==> src/lcm_pkg.sv <==
// Purpose: shared constants and types for the legacy compatibility gating block
// Assumes: 8-bit core data space with 16-bit addresses, 32-bit AHB-Lite register bus
// Notes: register offsets are byte addresses on the bus
package lcm_pkg;
    // ------------------------------------------------------------
    // Data space map
    // ------------------------------------------------------------
    localparam logic [15:0] IO_BASE = 16'h0020;
    localparam logic [15:0] IO_TOP = 16'h005F;
    localparam logic [15:0] EXT_IO_BASE = 16'h0060;
    localparam logic [15:0] EXT_IO_TOP = 16'h00FF;
    localparam logic [15:0] IO_SPACE_SIZE = 16'h0040;
    localparam logic [15:0] RAM_BASE_LEGACY = 16'h0060;
    localparam logic [15:0] RAM_BASE_NORMAL = 16'h0100;
    localparam logic [5:0] LEGACY_VEC_COUNT = 6'h18;
    // ------------------------------------------------------------
    // Register offsets and reset values
    // ------------------------------------------------------------
    localparam logic [7:0] OFF_STATUS = 8'h00;
    localparam logic [7:0] OFF_FEAT_REQ = 8'h04;
    localparam logic [7:0] OFF_BAUD = 8'h08;
    localparam logic [7:0] OFF_OSC_TRIM = 8'h0C;
    localparam logic [7:0] OFF_MCU_CSR = 8'h10;
    localparam logic [7:0] OFF_WDT_CTRL = 8'h14;
    localparam logic [7:0] OFF_EXT_SENSE = 8'h18;
    localparam logic [7:0] FEAT_REQ_RST = 8'hFF;
    localparam logic [11:0] BAUD_RST = 12'h000;
    localparam logic [7:0] OSC_TRIM_RST = 8'h80;
    localparam logic [4:0] CSR_RST = 5'h00;
    localparam logic [4:0] CSR_LEGACY_MASK = 5'h03;
    localparam logic [7:0] EXT_SENSE_RST = 8'h00;
    localparam logic COMPAT_RST = 1'b1;
    // ------------------------------------------------------------
    // Field positions
    // ------------------------------------------------------------
    localparam int unsigned FR_USART1 = 0;
    localparam int unsigned FR_SYNC = 1;
    localparam int unsigned FR_TIMER3 = 2;
    localparam int unsigned FR_CMP_C = 3;
    localparam int unsigned FR_TWI = 4;
    localparam int unsigned FR_BOOT = 5;
    localparam int unsigned FR_XREL = 6;
    localparam int unsigned FR_XWAIT = 7;
    localparam int unsigned CSR_POR = 0;
    localparam int unsigned CSR_EXT = 1;
    localparam int unsigned WDT_CE = 4;
    localparam int unsigned WDT_EN = 3;
    // ------------------------------------------------------------
    // Timing and depths
    // ------------------------------------------------------------
    localparam logic [3:0] WDT_UNLOCK_CYC = 4'h8;
    localparam logic [1:0] RX_DEPTH_NORMAL = 2'h2;
    localparam logic [1:0] RX_DEPTH_LEGACY = 2'h1;
    // ------------------------------------------------------------
    // Types
    // ------------------------------------------------------------
    typedef enum logic [1:0] {
        WDT_LOCKED = 2'b01,
        WDT_OPEN = 2'b10
    } lcm_wdt_e;
    typedef struct packed {
        logic valid;
        logic is_io;
        logic [15:0] addr;
    } lcm_access_s;
    typedef struct packed {
        logic legacy_io;
        logic ext_io;
        logic ram;
        logic [15:0] ram_off;
    } lcm_decode_s;
    typedef struct packed {
        logic usart1_en;
        logic usart_sync_ok;
        logic baud_hi_ok;
        logic timer3_en;
        logic compare_c_en;
        logic twi_en;
        logic boot_en;
        logic osc_trim_ok;
        logic xmem_release_ok;
        logic xmem_wait_ok;
        logic wdt_timed_req;
        logic rx_fifo_en;
        logic ext_vectors_en;
    } lcm_feat_s;
    typedef struct packed {
        logic [7:0] portc_dir;
        logic [7:0] portf_oe;
        logic [4:0] portg_gpio;
    } lcm_port_s;
endpackage : lcm_pkg

==> src/lcm_addr_map.sv <==
// Purpose: classify a core data or short-form I/O access into region selects
// Assumes: compat is stable while accesses run
// Notes: purely combinational, the top registers the result
`timescale 1ns/1ps
`default_nettype none
module lcm_addr_map (
    input wire logic compat,
    input wire lcm_pkg::lcm_access_s acc,
    output lcm_pkg::lcm_decode_s dec
);
    import lcm_pkg::*;

    function automatic logic in_range(input logic [15:0] a, input logic [15:0] lo,
                                      input logic [15:0] hi);
        in_range = (a >= lo) && (a <= hi);
    endfunction : in_range

    // ------------------------------------------------------------
    // Region decode
    // ------------------------------------------------------------
    always_comb begin
        dec = '0;
        if (acc.valid && acc.is_io) begin
            dec.legacy_io = (acc.addr < IO_SPACE_SIZE);
        end else if (acc.valid) begin
            dec.legacy_io = in_range(acc.addr, IO_BASE, IO_TOP);
            dec.ext_io = in_range(acc.addr, EXT_IO_BASE, EXT_IO_TOP) && !compat;
            if (compat && in_range(acc.addr, RAM_BASE_LEGACY, 16'hFFFF)) begin
                dec.ram = 1'b1;
                dec.ram_off = acc.addr - RAM_BASE_LEGACY;
            end else if (!compat && in_range(acc.addr, RAM_BASE_NORMAL, 16'hFFFF)) begin
                dec.ram = 1'b1;
                dec.ram_off = acc.addr - RAM_BASE_NORMAL;
            end
        end
    end
endmodule : lcm_addr_map
`default_nettype wire

==> src/lcm_compat_gate.sv <==
// Purpose: fuse-selected legacy compatibility gating of map, vectors and peripherals
// Assumes: AHB-Lite master issues single word transfers, one slave
// Notes: fuse is caught once at the first edge after reset release
//
// Chosen here: the register addresses and the AHB-Lite interface to the registers.
`timescale 1ns/1ps
`default_nettype none
// How it works
// - Extra I/O registers decode at data addresses 0x60 to 0xFF.
// - Extended locations answer data loads and stores, never short I/O accesses.
// - Inherited I/O registers keep their old places in the 64 I/O slots.
// - Mode comes from the programmed fuse, not from a writable register.
// - Compat mode disables extended I/O and places RAM at the legacy base.
// - Compat mode drops extended vectors, leaving only the legacy table.
// - Compat mode offers one USART, asynchronous only.
// - Compat mode exposes only the low eight baud divisor bits.
// - Compat mode offers one 16-bit timer with two compare registers.
// - Compat mode removes the two-wire interface.
// - Compat mode forces the third port to output only.
// - Compat mode leaves the seventh port with alternate functions only.
// - Compat mode makes the analog port digital input only, no drive.
// - Compat mode removes the boot loader.
// - Compat mode ignores oscillator trim writes.
// - Compat mode forbids address pin release and per-section wait states.
// - Compat mode keeps only external and power-on reset flags.
// - Compat mode changes watchdog timeout without the timed unlock.
// - Compat mode forces external interrupts 3..0 to level sensing.
// - Compat mode has no receive FIFO, overrun on first overwrite.
module lcm_compat_gate (
    input wire logic hclk,
    input wire logic hresetn,
    input wire logic hsel,
    input wire logic [31:0] haddr,
    input wire logic [1:0] htrans,
    input wire logic hwrite,
    input wire logic [2:0] hsize,
    input wire logic [31:0] hwdata,
    input wire logic hready,
    output logic [31:0] hrdata,
    output logic hreadyout,
    output logic hresp,
    input wire logic legacy_compat_fuse,
    input wire lcm_pkg::lcm_access_s cpu_acc,
    output lcm_pkg::lcm_decode_s acc_dec,
    input wire logic vec_req,
    input wire logic [5:0] vec_num,
    output logic vec_ok,
    input wire lcm_pkg::lcm_port_s port_req,
    output lcm_pkg::lcm_port_s port_eff,
    output lcm_pkg::lcm_feat_s feat,
    output logic [11:0] baud_div,
    output logic [7:0] osc_trim,
    output logic [2:0] wdt_timeout,
    output logic wdt_enable,
    output logic [7:0] eint_sense,
    input wire logic [4:0] reset_cause,
    input wire logic rx_byte_valid,
    input wire logic rx_byte_read,
    output logic rx_overrun
);
    import lcm_pkg::*;

    // ------------------------------------------------------------
    // State
    // ------------------------------------------------------------
    logic compat;
    logic fuse_done;
    logic wr_pend;
    logic [7:0] wr_off;
    logic [7:0] feat_req;
    logic [11:0] baud_reg;
    logic [4:0] csr;
    logic [7:0] sense_reg;
    logic [3:0] wdt_cnt;
    logic [1:0] rx_cnt;
    logic [1:0] rx_depth;
    lcm_wdt_e wdt_state;
    lcm_decode_s dec_comb;
    logic addr_ph;
    logic addr_hit;
    logic [4:0] csr_keep;
    logic [4:0] next_csr;
    logic [1:0] next_rx_cnt;

    // ------------------------------------------------------------
    // Helpers
    // ------------------------------------------------------------
    function automatic logic wr_at(input logic pend, input logic [7:0] off,
                                   input logic [7:0] target);
        wr_at = pend && (off == target);
    endfunction : wr_at

    function automatic logic [31:0] reg_read(input logic [7:0] off, input logic cm,
                                             input logic ovr, input logic [7:0] fr,
                                             input logic [11:0] bd, input logic [7:0] ot,
                                             input logic [4:0] cs, input logic [4:0] wd,
                                             input logic [7:0] es);
        reg_read = 32'h0000_0000;
        unique case (off)
            OFF_STATUS: reg_read = {29'h0, ovr, cm, cm};
            OFF_FEAT_REQ: reg_read = {24'h0, fr};
            OFF_BAUD: reg_read = {20'h0, bd};
            OFF_OSC_TRIM: reg_read = {24'h0, ot};
            OFF_MCU_CSR: reg_read = {27'h0, cs};
            OFF_WDT_CTRL: reg_read = {27'h0, wd};
            OFF_EXT_SENSE: reg_read = {24'h0, es};
            default: reg_read = 32'h0000_0000;
        endcase
    endfunction : reg_read

    // ------------------------------------------------------------
    // Fuse capture
    // ------------------------------------------------------------
    // fuse sets mode
    always_ff @(posedge hclk or negedge hresetn) begin
        if (!hresetn) begin
            compat <= COMPAT_RST;
            fuse_done <= 1'b0;
        end else if (!fuse_done) begin
            compat <= legacy_compat_fuse;
            fuse_done <= 1'b1;
        end
    end

    // ------------------------------------------------------------
    // AHB-Lite slave
    // ------------------------------------------------------------
    // Zero wait states; the master never overlaps a read with a write data phase
    assign addr_ph = hsel && htrans[1] && hready;
    assign addr_hit = (haddr[31:8] == 24'h0);
    assign hreadyout = 1'b1;
    assign hresp = 1'b0;

    always_ff @(posedge hclk or negedge hresetn) begin
        if (!hresetn) begin
            wr_pend <= 1'b0;
            wr_off <= 8'h00;
        end else begin
            wr_pend <= addr_ph && hwrite && addr_hit;
            wr_off <= {haddr[7:2], 2'b00};
        end
    end

    always_ff @(posedge hclk or negedge hresetn) begin
        if (!hresetn) begin
            hrdata <= 32'h0000_0000;
        end else if (addr_ph && !hwrite) begin
            hrdata <= addr_hit ? reg_read({haddr[7:2], 2'b00}, compat, rx_overrun, feat_req,
                                          baud_reg, osc_trim, csr,
                                          {wdt_state == WDT_OPEN, wdt_enable, wdt_timeout},
                                          sense_reg) : 32'h0000_0000;
        end
    end

    // ------------------------------------------------------------
    // Software registers
    // ------------------------------------------------------------
    always_ff @(posedge hclk or negedge hresetn) begin
        if (!hresetn) begin
            feat_req <= FEAT_REQ_RST;
            sense_reg <= EXT_SENSE_RST;
        end else begin
            if (wr_at(wr_pend, wr_off, OFF_FEAT_REQ)) begin
                feat_req <= hwdata[7:0];
            end
            if (wr_at(wr_pend, wr_off, OFF_EXT_SENSE)) begin
                sense_reg <= hwdata[7:0];
            end
        end
    end

    always_ff @(posedge hclk or negedge hresetn) begin
        if (!hresetn) begin
            baud_reg <= BAUD_RST;
        end else if (wr_at(wr_pend, wr_off, OFF_BAUD)) begin
            baud_reg[7:0] <= hwdata[7:0];
            if (!compat) begin
                baud_reg[11:8] <= hwdata[11:8];
            end
        end
    end

    assign baud_div = compat ? {4'h0, baud_reg[7:0]} : baud_reg;

    always_ff @(posedge hclk or negedge hresetn) begin
        if (!hresetn) begin
            osc_trim <= OSC_TRIM_RST;
        end else if (wr_at(wr_pend, wr_off, OFF_OSC_TRIM) && !compat) begin
            osc_trim <= hwdata[7:0];
        end
    end

    // ------------------------------------------------------------
    // Reset flags
    // ------------------------------------------------------------
    // legacy flag subset
    assign csr_keep = compat ? CSR_LEGACY_MASK : 5'h1F;
    always_comb begin
        next_csr = csr;
        if (wr_at(wr_pend, wr_off, OFF_MCU_CSR)) begin
            next_csr = csr & hwdata[4:0];
        end
        // Set beats a clearing write in the same cycle
        next_csr = (next_csr | reset_cause) & csr_keep;
    end

    always_ff @(posedge hclk or negedge hresetn) begin
        if (!hresetn) begin
            csr <= CSR_RST;
        end else begin
            csr <= next_csr;
        end
    end

    // ------------------------------------------------------------
    // Watchdog timeout change
    // ------------------------------------------------------------
    always_ff @(posedge hclk or negedge hresetn) begin
        if (!hresetn) begin
            wdt_state <= WDT_LOCKED;
            wdt_cnt <= 4'h0;
            wdt_timeout <= 3'h0;
            wdt_enable <= 1'b0;
        end else begin
            unique case (wdt_state)
                WDT_LOCKED: begin
                    if (wr_at(wr_pend, wr_off, OFF_WDT_CTRL) && compat) begin
                        wdt_timeout <= hwdata[2:0];
                        wdt_enable <= hwdata[WDT_EN];
                    end else if (wr_at(wr_pend, wr_off, OFF_WDT_CTRL)) begin
                        // Enabling alone is always allowed; CE with EN opens the unlock window; anything else waits for unlock
                        if (hwdata[WDT_CE] && hwdata[WDT_EN]) begin
                            wdt_state <= WDT_OPEN;
                            wdt_cnt <= WDT_UNLOCK_CYC;
                        end else if (hwdata[WDT_EN]) begin
                            wdt_enable <= 1'b1;
                        end
                    end
                end
                WDT_OPEN: begin
                    wdt_cnt <= wdt_cnt - 4'h1;
                    if (wr_at(wr_pend, wr_off, OFF_WDT_CTRL)) begin
                        wdt_timeout <= hwdata[2:0];
                        wdt_enable <= hwdata[WDT_EN];
                        wdt_state <= WDT_LOCKED;
                    end else if (wdt_cnt == 4'h1) begin
                        wdt_state <= WDT_LOCKED;
                    end
                end
            endcase
        end
    end

    // ------------------------------------------------------------
    // Receive holding and overrun
    // ------------------------------------------------------------
    // one holding byte in compat mode, two in normal mode
    assign rx_depth = compat ? RX_DEPTH_LEGACY : RX_DEPTH_NORMAL;
    always_comb begin
        next_rx_cnt = rx_cnt;
        if (rx_byte_read && rx_cnt != 2'h0) begin
            next_rx_cnt = next_rx_cnt - 2'h1;
        end
        if (rx_byte_valid && next_rx_cnt < rx_depth) begin
            next_rx_cnt = next_rx_cnt + 2'h1;
        end
    end

    always_ff @(posedge hclk or negedge hresetn) begin
        if (!hresetn) begin
            rx_cnt <= 2'h0;
            rx_overrun <= 1'b0;
        end else begin
            rx_cnt <= next_rx_cnt;
            if (rx_byte_valid && rx_cnt == rx_depth && !rx_byte_read) begin
                rx_overrun <= 1'b1;
            end else if (rx_byte_read) begin
                rx_overrun <= 1'b0;
            end
        end
    end

    // ------------------------------------------------------------
    // Map, vectors and feature gating
    // ------------------------------------------------------------
    lcm_addr_map u_map (
        .compat(compat),
        .acc(cpu_acc),
        .dec(dec_comb)
    );

    always_ff @(posedge hclk or negedge hresetn) begin
        if (!hresetn) begin
            acc_dec <= '0;
            vec_ok <= 1'b0;
        end else begin
            acc_dec <= dec_comb;
            vec_ok <= vec_req && (!compat || vec_num < LEGACY_VEC_COUNT);
        end
    end

    always_ff @(posedge hclk or negedge hresetn) begin
        if (!hresetn) begin
            feat <= '0;
            port_eff <= '0;
            eint_sense <= EXT_SENSE_RST;
        end else begin
            feat.usart1_en <= feat_req[FR_USART1] && !compat;
            feat.usart_sync_ok <= feat_req[FR_SYNC] && !compat;
            feat.baud_hi_ok <= !compat;
            feat.timer3_en <= feat_req[FR_TIMER3] && !compat;
            feat.compare_c_en <= feat_req[FR_CMP_C] && !compat;
            feat.twi_en <= feat_req[FR_TWI] && !compat;
            feat.boot_en <= feat_req[FR_BOOT] && !compat;
            feat.osc_trim_ok <= !compat;
            feat.xmem_release_ok <= feat_req[FR_XREL] && !compat;
            feat.xmem_wait_ok <= feat_req[FR_XWAIT] && !compat;
            feat.wdt_timed_req <= !compat;
            feat.rx_fifo_en <= !compat;
            feat.ext_vectors_en <= !compat;
            port_eff.portc_dir <= compat ? 8'hFF : port_req.portc_dir;
            port_eff.portf_oe <= compat ? 8'h00 : port_req.portf_oe;
            port_eff.portg_gpio <= compat ? 5'h00 : port_req.portg_gpio;
            eint_sense <= compat ? 8'h00 : sense_reg;
        end
    end
endmodule : lcm_compat_gate
`default_nettype wire

==> config.mk <==
export PLATFORM = sky130hd
export DESIGN_NAME = lcm_compat_gate
export DESIGN_NICKNAME = d
export VERILOG_FILES = /design/src/lcm_pkg.sv /design/src/lcm_addr_map.sv /design/src/lcm_compat_gate.sv
export SDC_FILE = /design/constraint.sdc
export NUM_CORES = 1
export LEC_CHECK = 0
export BUFFER_PORTS_ARGS = -buffer_cell sky130_fd_sc_hd__buf_2
export CAP_MARGIN = 30
export CORE_MARGIN = 2
export CORE_UTILIZATION = 49
export CTS_BUF_LIST = sky130_fd_sc_hd__clkbuf_8
export DETAILED_ROUTE_END_ITERATION = 6
export PLACE_DENSITY_LB_ADDON = 0.1
export SKIP_LAST_GASP = 1
export SLEW_MARGIN = 20
export SYNTH_ARGS = -nofsm -noshare
export SYNTH_HDL_FRONTEND = slang
export SYNTH_SLANG_ARGS = --single-unit
==> constraint.sdc <==
create_clock -name hclk -period 2.3 [get_ports hclk]
set_input_delay 0 -clock hclk [delete_from_list [all_inputs] [get_ports hclk]]
set_output_delay 0 -clock hclk [all_outputs]
set_load 0.1 [all_outputs]
-- Word level (Yosys, flattened, before mapping)
Index checks and enable logic that the tools add are counted.
- bits in registers: 153
- input bits: 128
- add/subtract/negate cells: 5
- magnitude comparators: 9
- eq/ne operators: 25
- mux-type cells: 38
- bitwise gates (word level): 4
- reduce and logical (&&, ||, !) cells: 48
- operators by type and width (kind ; number):
    $pmux 12 s7 ; 1
    $eq 6x3->1 const B ; 6
    $logic_and 1x1->1 ; 35
    $mux 17 ; 2
    $mux 32 ; 1
    $eq 6x2->1 const B ; 4
    $logic_not 24->1 ; 1
    $mux 8 ; 3
    $mux 19 ; 1
    $mux 18 ; 1
    $ge 16x6->1 const B ; 1
    $ge 16x7->1 const B ; 1
    $ge 16x9->1 const B ; 1
    $le 16x16->1 const B ; 1
    $le 16x7->1 const B ; 1
    $le 16x8->1 const B ; 1
    $lt 16x7->1 const B ; 1
    $mux 2 ; 8
    $sub 16x7->16 const B ; 1
    $sub 16x9->16 const B ; 1
    $mux 5 ; 3
    $eq 6x1->1 const B ; 2
    $mux 12 ; 1
    $mux 4 ; 3
    29 further kinds ; 48

-- Depth between registers and ports, before layout
Gate-level depths: netlist of run 1.
- word-level depth: 7
- gate-level depth with buffers: 8
- mapped depth without buffers: 8

-- Hierarchy
A second synthesis of run 1 with hierarchy kept.
- cells, all modules: 556
- area total of the unflattened synthesis: 6272.3 sq um
- modules (own cells, without submodules) (module ; instances ; cells an instance ; area an instance (sq um)):
    lcm_compat_gate ; 1 ; 460 ; 5609.1
    lcm_addr_map ; 1 ; 96 ; 663.1

-- Worst setup path after synthesis of run 1
No wires, ideal clock.
- path kind: flip-flop to output port
- start point: register compat
- end point: output port baud_div[10]
- data arrival time: 2.294 ns
- required time: 2.300 ns
- path slack: 0.006 ns
- stages on the path, launching flop included: 5
- buffers on the path: 3
- cell sequence: dfstp_2 > clkbuf_1 > clkbuf_1 > clkbuf_1 > nor2b_1
- cells in the longest elaborated chain, start to end: 1
- ends and longest elaborated chain (what ; RTL line ; RTL):
    from (decl) ; lcm_compat_gate.sv:66 ; logic compat;
    from (signal assigned) ; lcm_compat_gate.sv:120 ; compat <= legacy_compat_fuse;
    $mux 12 ; lcm_compat_gate.sv:183 ; assign baud_div = compat ? {4'h0, baud_reg[7:0]} : baud_reg;
    to (decl) ; lcm_compat_gate.sv:51 ; output logic [11:0] baud_div,
No other way between the ends.

==> results.yml, run 1 <==
status:
  status: "finished, violations left"
  violations: "setup timing"
place:
  gp_routability_congestion: 0.8410
  placed_cell_area_um2: 7146
  hpwl_um: 11080
  place_ws_ns: 0.2600
  portBuffers: 197
power:
  ir_drop_uv: 567.5
  leakage_nw: 4.122
  power.internal_mw: 4.111
  powerDensity_nw_per_um2: 762.8
  switching_share_pct: 35.89
  power_frac_comb_pct: 26.6
  switchingPower_mw: 2.301
  power_mw: 6.413
  p_clk_share_pct: 33.6
  p_seq_share_pct: 39.8
timing:
  rsz0062_at_grt: "true"
  maxSlewViolCount: 0
  fin_crit_ns: 2.334
  worst_slack_ns: -0.03407
  tightestPinTransition_ns: 0.8174
  skew_ns: 0.007646
  slew-limit-headroom_pct: 45.00
  finalSetupViolCount: 1
  fmax_mhz: 428.4
  min_period_over_period_pct: 101.5
  hold_viol: 0
  tns_ns: -0.03407
critical_path:
  crit_fanout: 7
  reg2reg_slack_ns: 0.11
  arrival_ns: 2.72
  crit_path_end: "acc_dec[17]$_DFF_PN0_"
  path_common_cell: "dlygate4sd3_1"
  rr_endpoint: "rx_overrun$_DFFE_PN0P_"
  critPathLaunch: "cpu_acc[8]"
  r2r-start: "compat$_DFFE_PN1N_"
  max_stage_delay_ns: 0.60
  endpoint_kind: "register"
  rr_worst_depth: 7
  crit_type: "input port to register"
  startpoint_type: "input port"
  cp.required_ns: 2.68
  path_cells: "dlygate4sd3_1 -> buf_2 -> inv_1 -> ha_1 -> nor3b_1 -> and2_1 -> a31oi_1 -> a2111oi_2 -> dlygate4sd3_1"
  critPathSlowestCell: "dlygate4sd3_1"
clock_network:
  cts_tree: "yes"
  cts.sinks: 133
  cts_buffer_depth: 2
  clock_latency_ns: 0.45
  path_clk_slew_ns: 0.07
  htree_levels: 4
  cts_buffers: 17
  cts-root-buf: "clkbuf_8"
finish:
  final_cell_area_um2: 8407
  syn_to_final_growth_pct: 37.60
  largestRegisters: "port_eff x21, acc_dec x19"
  n_fill_cell: 958
  largest_register_ffs: 21
  layout-drive-gt1-share_pct: 37.91
  nNetsFinal: 938
  final_common_cell: "buf_2"
  regMostFlops: "port_eff"
  final_cell_mix: "196 x buf_2, 122 x dfrtp_1, 79 x dlygate4sd3_1, 40 x nor2b_1"
  fin_util_pct: 69.41
grt:
  grt_pass1_vias: 5102
  grt_max_degree: 75
  grt_pass1_wl_um: 25200
  grt_antenna_before_repair: 1
  overflow: 0
  track_usage_pct: 24.99
route:
  vias: 5028
  drt-total-wl_um: 16490
  firstDrtPassIters: 5
  dr_wl_met2_um: 8064
  drt_iter0_markers: 311
  wire_per_inst_um: 16.76
  wl_met3_um: 1225
  ant_nets: 0
  drc: 0
  dr.max_layer_used: "met4"
  avgViaCountPerCell: 5.110
  wl_met1_um: 6787
worst_hold_path:
  hold_class: "input port to register"
yosys:
  netlist.top_cell.by_area: "dfrtp_1"
  synth_cell_type_count: 61
  synth_area_um2: 6110
  yosysTopAreaCellShare_pct: 49.97
  yosys_register_bits: 133
  synth_edf_count: 0
  ys_top_cells_by_area: "dfrtp_1 50%, dfstp_2 4.7%, buf_4 4.7%, mux2_2 4.4%, nor2b_1 4.1%"
  ys.flop_type: "dfrtp_1"
  ys.warnings.count: 0
  synth-seq-area-share_pct: 54.70
  synthArstFlopShare_pct: 100.0
  post_synth_inst_count: 527
  syn_avg_cell_area_um2: 11.59
floorplan:
  die_h_um: 115.7
  die_x_um: 115.7
  pin_count: 249
  core_um2: 12110
  start_util_pct: 50.44
  row_count: 40
  dieArea_um2: 13380
run:
  cap_violations: 0
area by class of cell:
type	instances	area (um2)	area share (%)
tap	168	210.2	2.500
multi-input combinational	343	2442	29.05
timing repair buffer	289	1893	22.52
antenna	1	2.502	0.02977
inverter	18	71.32	0.8483
clock buffer	19	261.5	3.111
clock inverter	13	180.2	2.143
sequential	133	3346	39.80
timing repair:
| item | CTS | global route |
|---|---|---|
| endpoints found under the hold margin | 168 | 0 |
| hold buffers | 79 | 0 |
| setup buffers | 0 | 1 |
| resized for setup | 0 | 5 |
| setup endpoints to repair | 0 | 2 |
kinds of logic (layout without fill, tap and decap cells):
kind of cell,Yosys count,in the layout,synth area share (%)
other,2,24,0.1229
xor gates and xnor gates,10,10,1.434
and+or+nand+nor,165,165,15.83
muxes,48,48,9.871
AOI/OAI and AO/OA,89,89,9.605
DFF,133,133,54.70
buffers and inverters,72,339,6.799
adders and majority gates,8,8,1.638
worst min path at each step:
stage	cells past startpoint	start	end
floorplan	0	hresetn	acc_dec[0]$_DFF_PN0_
global route	4	cpu_acc[9]	acc_dec[9]$_DFF_PN0_
detailed placement	1	hresetn	acc_dec[3]$_DFF_PN0_
finish	4	cpu_acc[9]	acc_dec[9]$_DFF_PN0_
CTS	4	cpu_acc[9]	acc_dec[9]$_DFF_PN0_
global placement	1	hresetn	acc_dec[1]$_DFF_PN0_
metal layers:
layer / global-route usage, % / vias to the layer above
li1: - / 2342
met1: 30.27 / 2423
met2: 41.91 / 228
met3: 7.270 / 35
met4: 10.63 / 0
met5: 0 / -
synthesized netlist by cell type, types with 2 or more instances:
cell and number:
dfrtp_1 122, nor2b_1 40, buf_4 38, a21oi_1 24, mux2_2 24, nor2_1 24, o21ai_0 24, nand2_1 22
inv_1 17, nor3_1 15, clkbuf_1 14, a22o_1 13, dfstp_2 11, mux2_4 11, mux2i_1 10, nand2b_1 10
nor4_1 10, ha_1 8, nand3_1 8, or2_2 8, xnor2_1 7, a221o_1 4, nand4_1 4, a211oi_1 3
mux4_2 3, nand3b_1 3, o21a_1 3, xor2_1 3, a211oi_2 2, a21o_1 2, a31oi_1 2, and2_1 2
and3_1 2, buf_2 2, conb_1 2, nand4b_1 2, nor4b_1 2, o31ai_1 2, or3_1 2
power by group through the flow:
stage                     combinational, mW  clock, mW  sequential, mW
after CTS                              1.70       2.19            2.55
after global routing                   1.79       2.32            2.56
after global placement                 1.57          0            2.58
after detailed placement               1.59          0            2.59
after floorplan                       0.681          0            3.17
final                                  1.70       2.16            2.55
through the flow:
stage,std cells,hold slack [ns]
final,984,0.03879
after global routing,984,0.03791
after CTS,982,0.01250
after detailed placement,871,0.06136
after global placement,871,0.05135
after floorplan,548,-0.2956
critical path, delay by kind of cell:
kind | cells | cell delay (ns)
compound gates | 2 | 0.56
fa+ha+maj | 1 | 0.16
buf+inv | 4 | 1.38
simple gates | 2 | 0.61
Note: power is estimated with default switching activity, not from simulation.
==> run 2, diff against run 1 <==
--- a/config.mk
+++ b/config.mk
@@ -8,10 +8,11 @@
 export BUFFER_PORTS_ARGS = -buffer_cell sky130_fd_sc_hd__buf_2
 export CAP_MARGIN = 30
 export CORE_MARGIN = 2
-export CORE_UTILIZATION = 49
+export CORE_UTILIZATION = 23
 export CTS_BUF_LIST = sky130_fd_sc_hd__clkbuf_8
 export DETAILED_ROUTE_END_ITERATION = 6
 export PLACE_DENSITY_LB_ADDON = 0.1
+export REMOVE_ABC_BUFFERS = 1
 export SKIP_LAST_GASP = 1
 export SLEW_MARGIN = 20
 export SYNTH_ARGS = -nofsm -noshare
==> run 2 against run 1 <==
Net effect:
- the run now ends clean
- total power grew 2.2%
- global-route usage shrank 12 points
- largest cell class unchanged
- critical path depth is 4 lower
- clock skew is 0.0026 ns higher
- maximum frequency grew 9.6%
- flip-flop and latch count unchanged
- largest power group unchanged
- count of clock-buffer cells in the layout decreased by 1
- hold slack improved by 0.0018 ns
- register-to-register slack gained 0.06 ns
- wire length up 11%
==> results.yml, run 2 (synthesized netlist as in run 1, its figures left out) <==
critical_path:
  r2r-start: "wr_off[5]$_DFF_PN0_"
  cp.required_ns: 2.63
  endpoint_kind: "register"
  startpoint_type: "register"
  crit_fanout: 6
  crit_type: "register to register"
  arrival_ns: 2.46
  rr_worst_depth: 5
  critPathLaunch: "wr_off[5]$_DFF_PN0_"
floorplan:
  row_count: 59
  die_h_um: 167.0
  dieArea_um2: 27880
  pin_count: 249
  start_util_pct: 23.45
  die_x_um: 167.0
  core_um2: 26060
place:
  portBuffers: 197
  gp_routability_congestion: 0.7543
  hpwl_um: 13280
timing:
  rsz0062_at_grt: "false"
  slew-limit-headroom_pct: 61.85
  fin_crit_ns: 2.130
  skew_ns: 0.01029
  whs_ns: 0.04054
  hold_viol: 0
  maxSlewViolCount: 0
  finalSetupViolCount: 0
  fmax_mhz: 469.4
  min_period_over_period_pct: 92.62
  tightestPinTransition_ns: 0.5722
finish:
  nNetsFinal: 943
  largestRegisters: "port_eff x21, acc_dec x19"
  num_antenna_cells: 0
  final_common_cell: "buf_2"
  syn_to_final_growth_pct: 41.90
  final_cell_mix: "196 x buf_2, 122 x dfrtp_1, 76 x dlygate4sd3_1, 40 x nor2b_1"
  layout-drive-gt1-share_pct: 38.78
  regMostFlops: "port_eff"
  largest_register_ffs: 21
clock_network:
  clock_latency_ns: 0.44
  cts_buffer_depth: 2
  cts.sinks: 133
  cts_tree: "yes"
  htree_levels: 4
  cts_buffers: 17
  cts-root-buf: "clkbuf_8"
  path_clk_slew_ns: 0.08
route:
  ant_nets: 0
  firstDrtPassIters: 4
  avgViaCountPerCell: 4.285
  drc: 0
  vias: 4949
  drt_iter0_markers: 175
  drt-total-wl_um: 18300
  wire_per_inst_um: 15.84
status:
  status: "complete, no violations"
grt:
  grt_antenna_before_repair: 0
  track_usage_pct: 13.06
  grt_pass1_wl_um: 28380
  grt_pass1_vias: 5122
  grt_max_degree: 58
  overflow: 0
worst_hold_path:
  hold_class: "input port to register"
  worstHoldStart: "cpu_acc[9]"
  min_path_cells: 4
run:
  cap_violations: 0
power:
  leakage_nw: 4.170
  ir_drop_uv: 362.6
  power_mw: 6.554
  powerDensity_nw_per_um2: 756.0
## run 2: cell types whose count changed in the layout (fill, tap and decap cells not counted), sizes merged
cell / before / now
clkinv: 6 / 5
clkbuf: 19 / 18
inv: 17 / 20
buf: 210 / 218
diode: 1 / 0
bufinv: 4 / 5
clkinvlp: 4 / 2
dlygate4sd3: 79 / 76
## run 2: repair_timing
action                     in CTS  in global routing
hold buffers                   77                  0
hold endpoints to repair      149                  0
setup endpoints to repair       0                  2
resized for setup               0                  5
buffers inserted                0                  3
## run 2: metal layers
layer | wire [um] | GRT usage (%)
met2 | 9093 | 21.60
met4 | 224 | 3.673
met1 | 8116 | 16.91
met5 | 0 | 0
met3 | 861 | 3.375
## run 2: path summary, 6_finish.rpt
path | to | slack (ns)
max | csr[2]$_DFF_PN0_ | 0.17
min | acc_dec[17]$_DFF_PN0_ | 0.04
max reg2reg | csr[2]$_DFF_PN0_ | 0.17
min reg2reg | sense_reg[4]$_DFFE_PN0P_ | 0.50
max in group asynchronous | port_eff[17]$_DFF_PN0_ | 1.41
min in group asynchronous | acc_dec[12]$_DFF_PN0_ | 0.08
## run 2: final cells by class
type | instances | area [um2]
clock buffer | 18 | 247.7
inverter | 18 | 67.56
sequential | 133 | 3342
timing repair buffer | 294 | 1923
clock inverter | 14 | 209.0
fill | 2696 | 17390
multi-input combinational | 343 | 2461
tap | 335 | 419.2
## run 2: report_power, final
group | internal (mW) | switching (mW)
Combinational | 0.419 | 1.32
Clock | 1.31 | 0.955
Sequential | 2.47 | 0.0800
## run 2: worst max-delay path, stage by stage, from the launching register on
cell	delay, ns
dfrtp_1	0.40
nor4b_4	0.41
nand3b_1	0.32
o21ai_0	0.26
a21oi_1	0.09
dlygate4sd3_1	0.55
## run 2: through the flow
step	setup TNS, ns	cell area, um2	setup slack (ns)	utilization, %	instances
after detailed placement	0	7406	0.1380	28.42	1044
after CTS	0	8633	0.01818	33.13	1153
after global routing	0	8670	0.04307	33.27	1155
after global placement	0	7406	0.3123	28.42	1044
after floorplan	-4.825	5841	-0.9651	-	494
final	0	8670	0.1696	33.27	1155
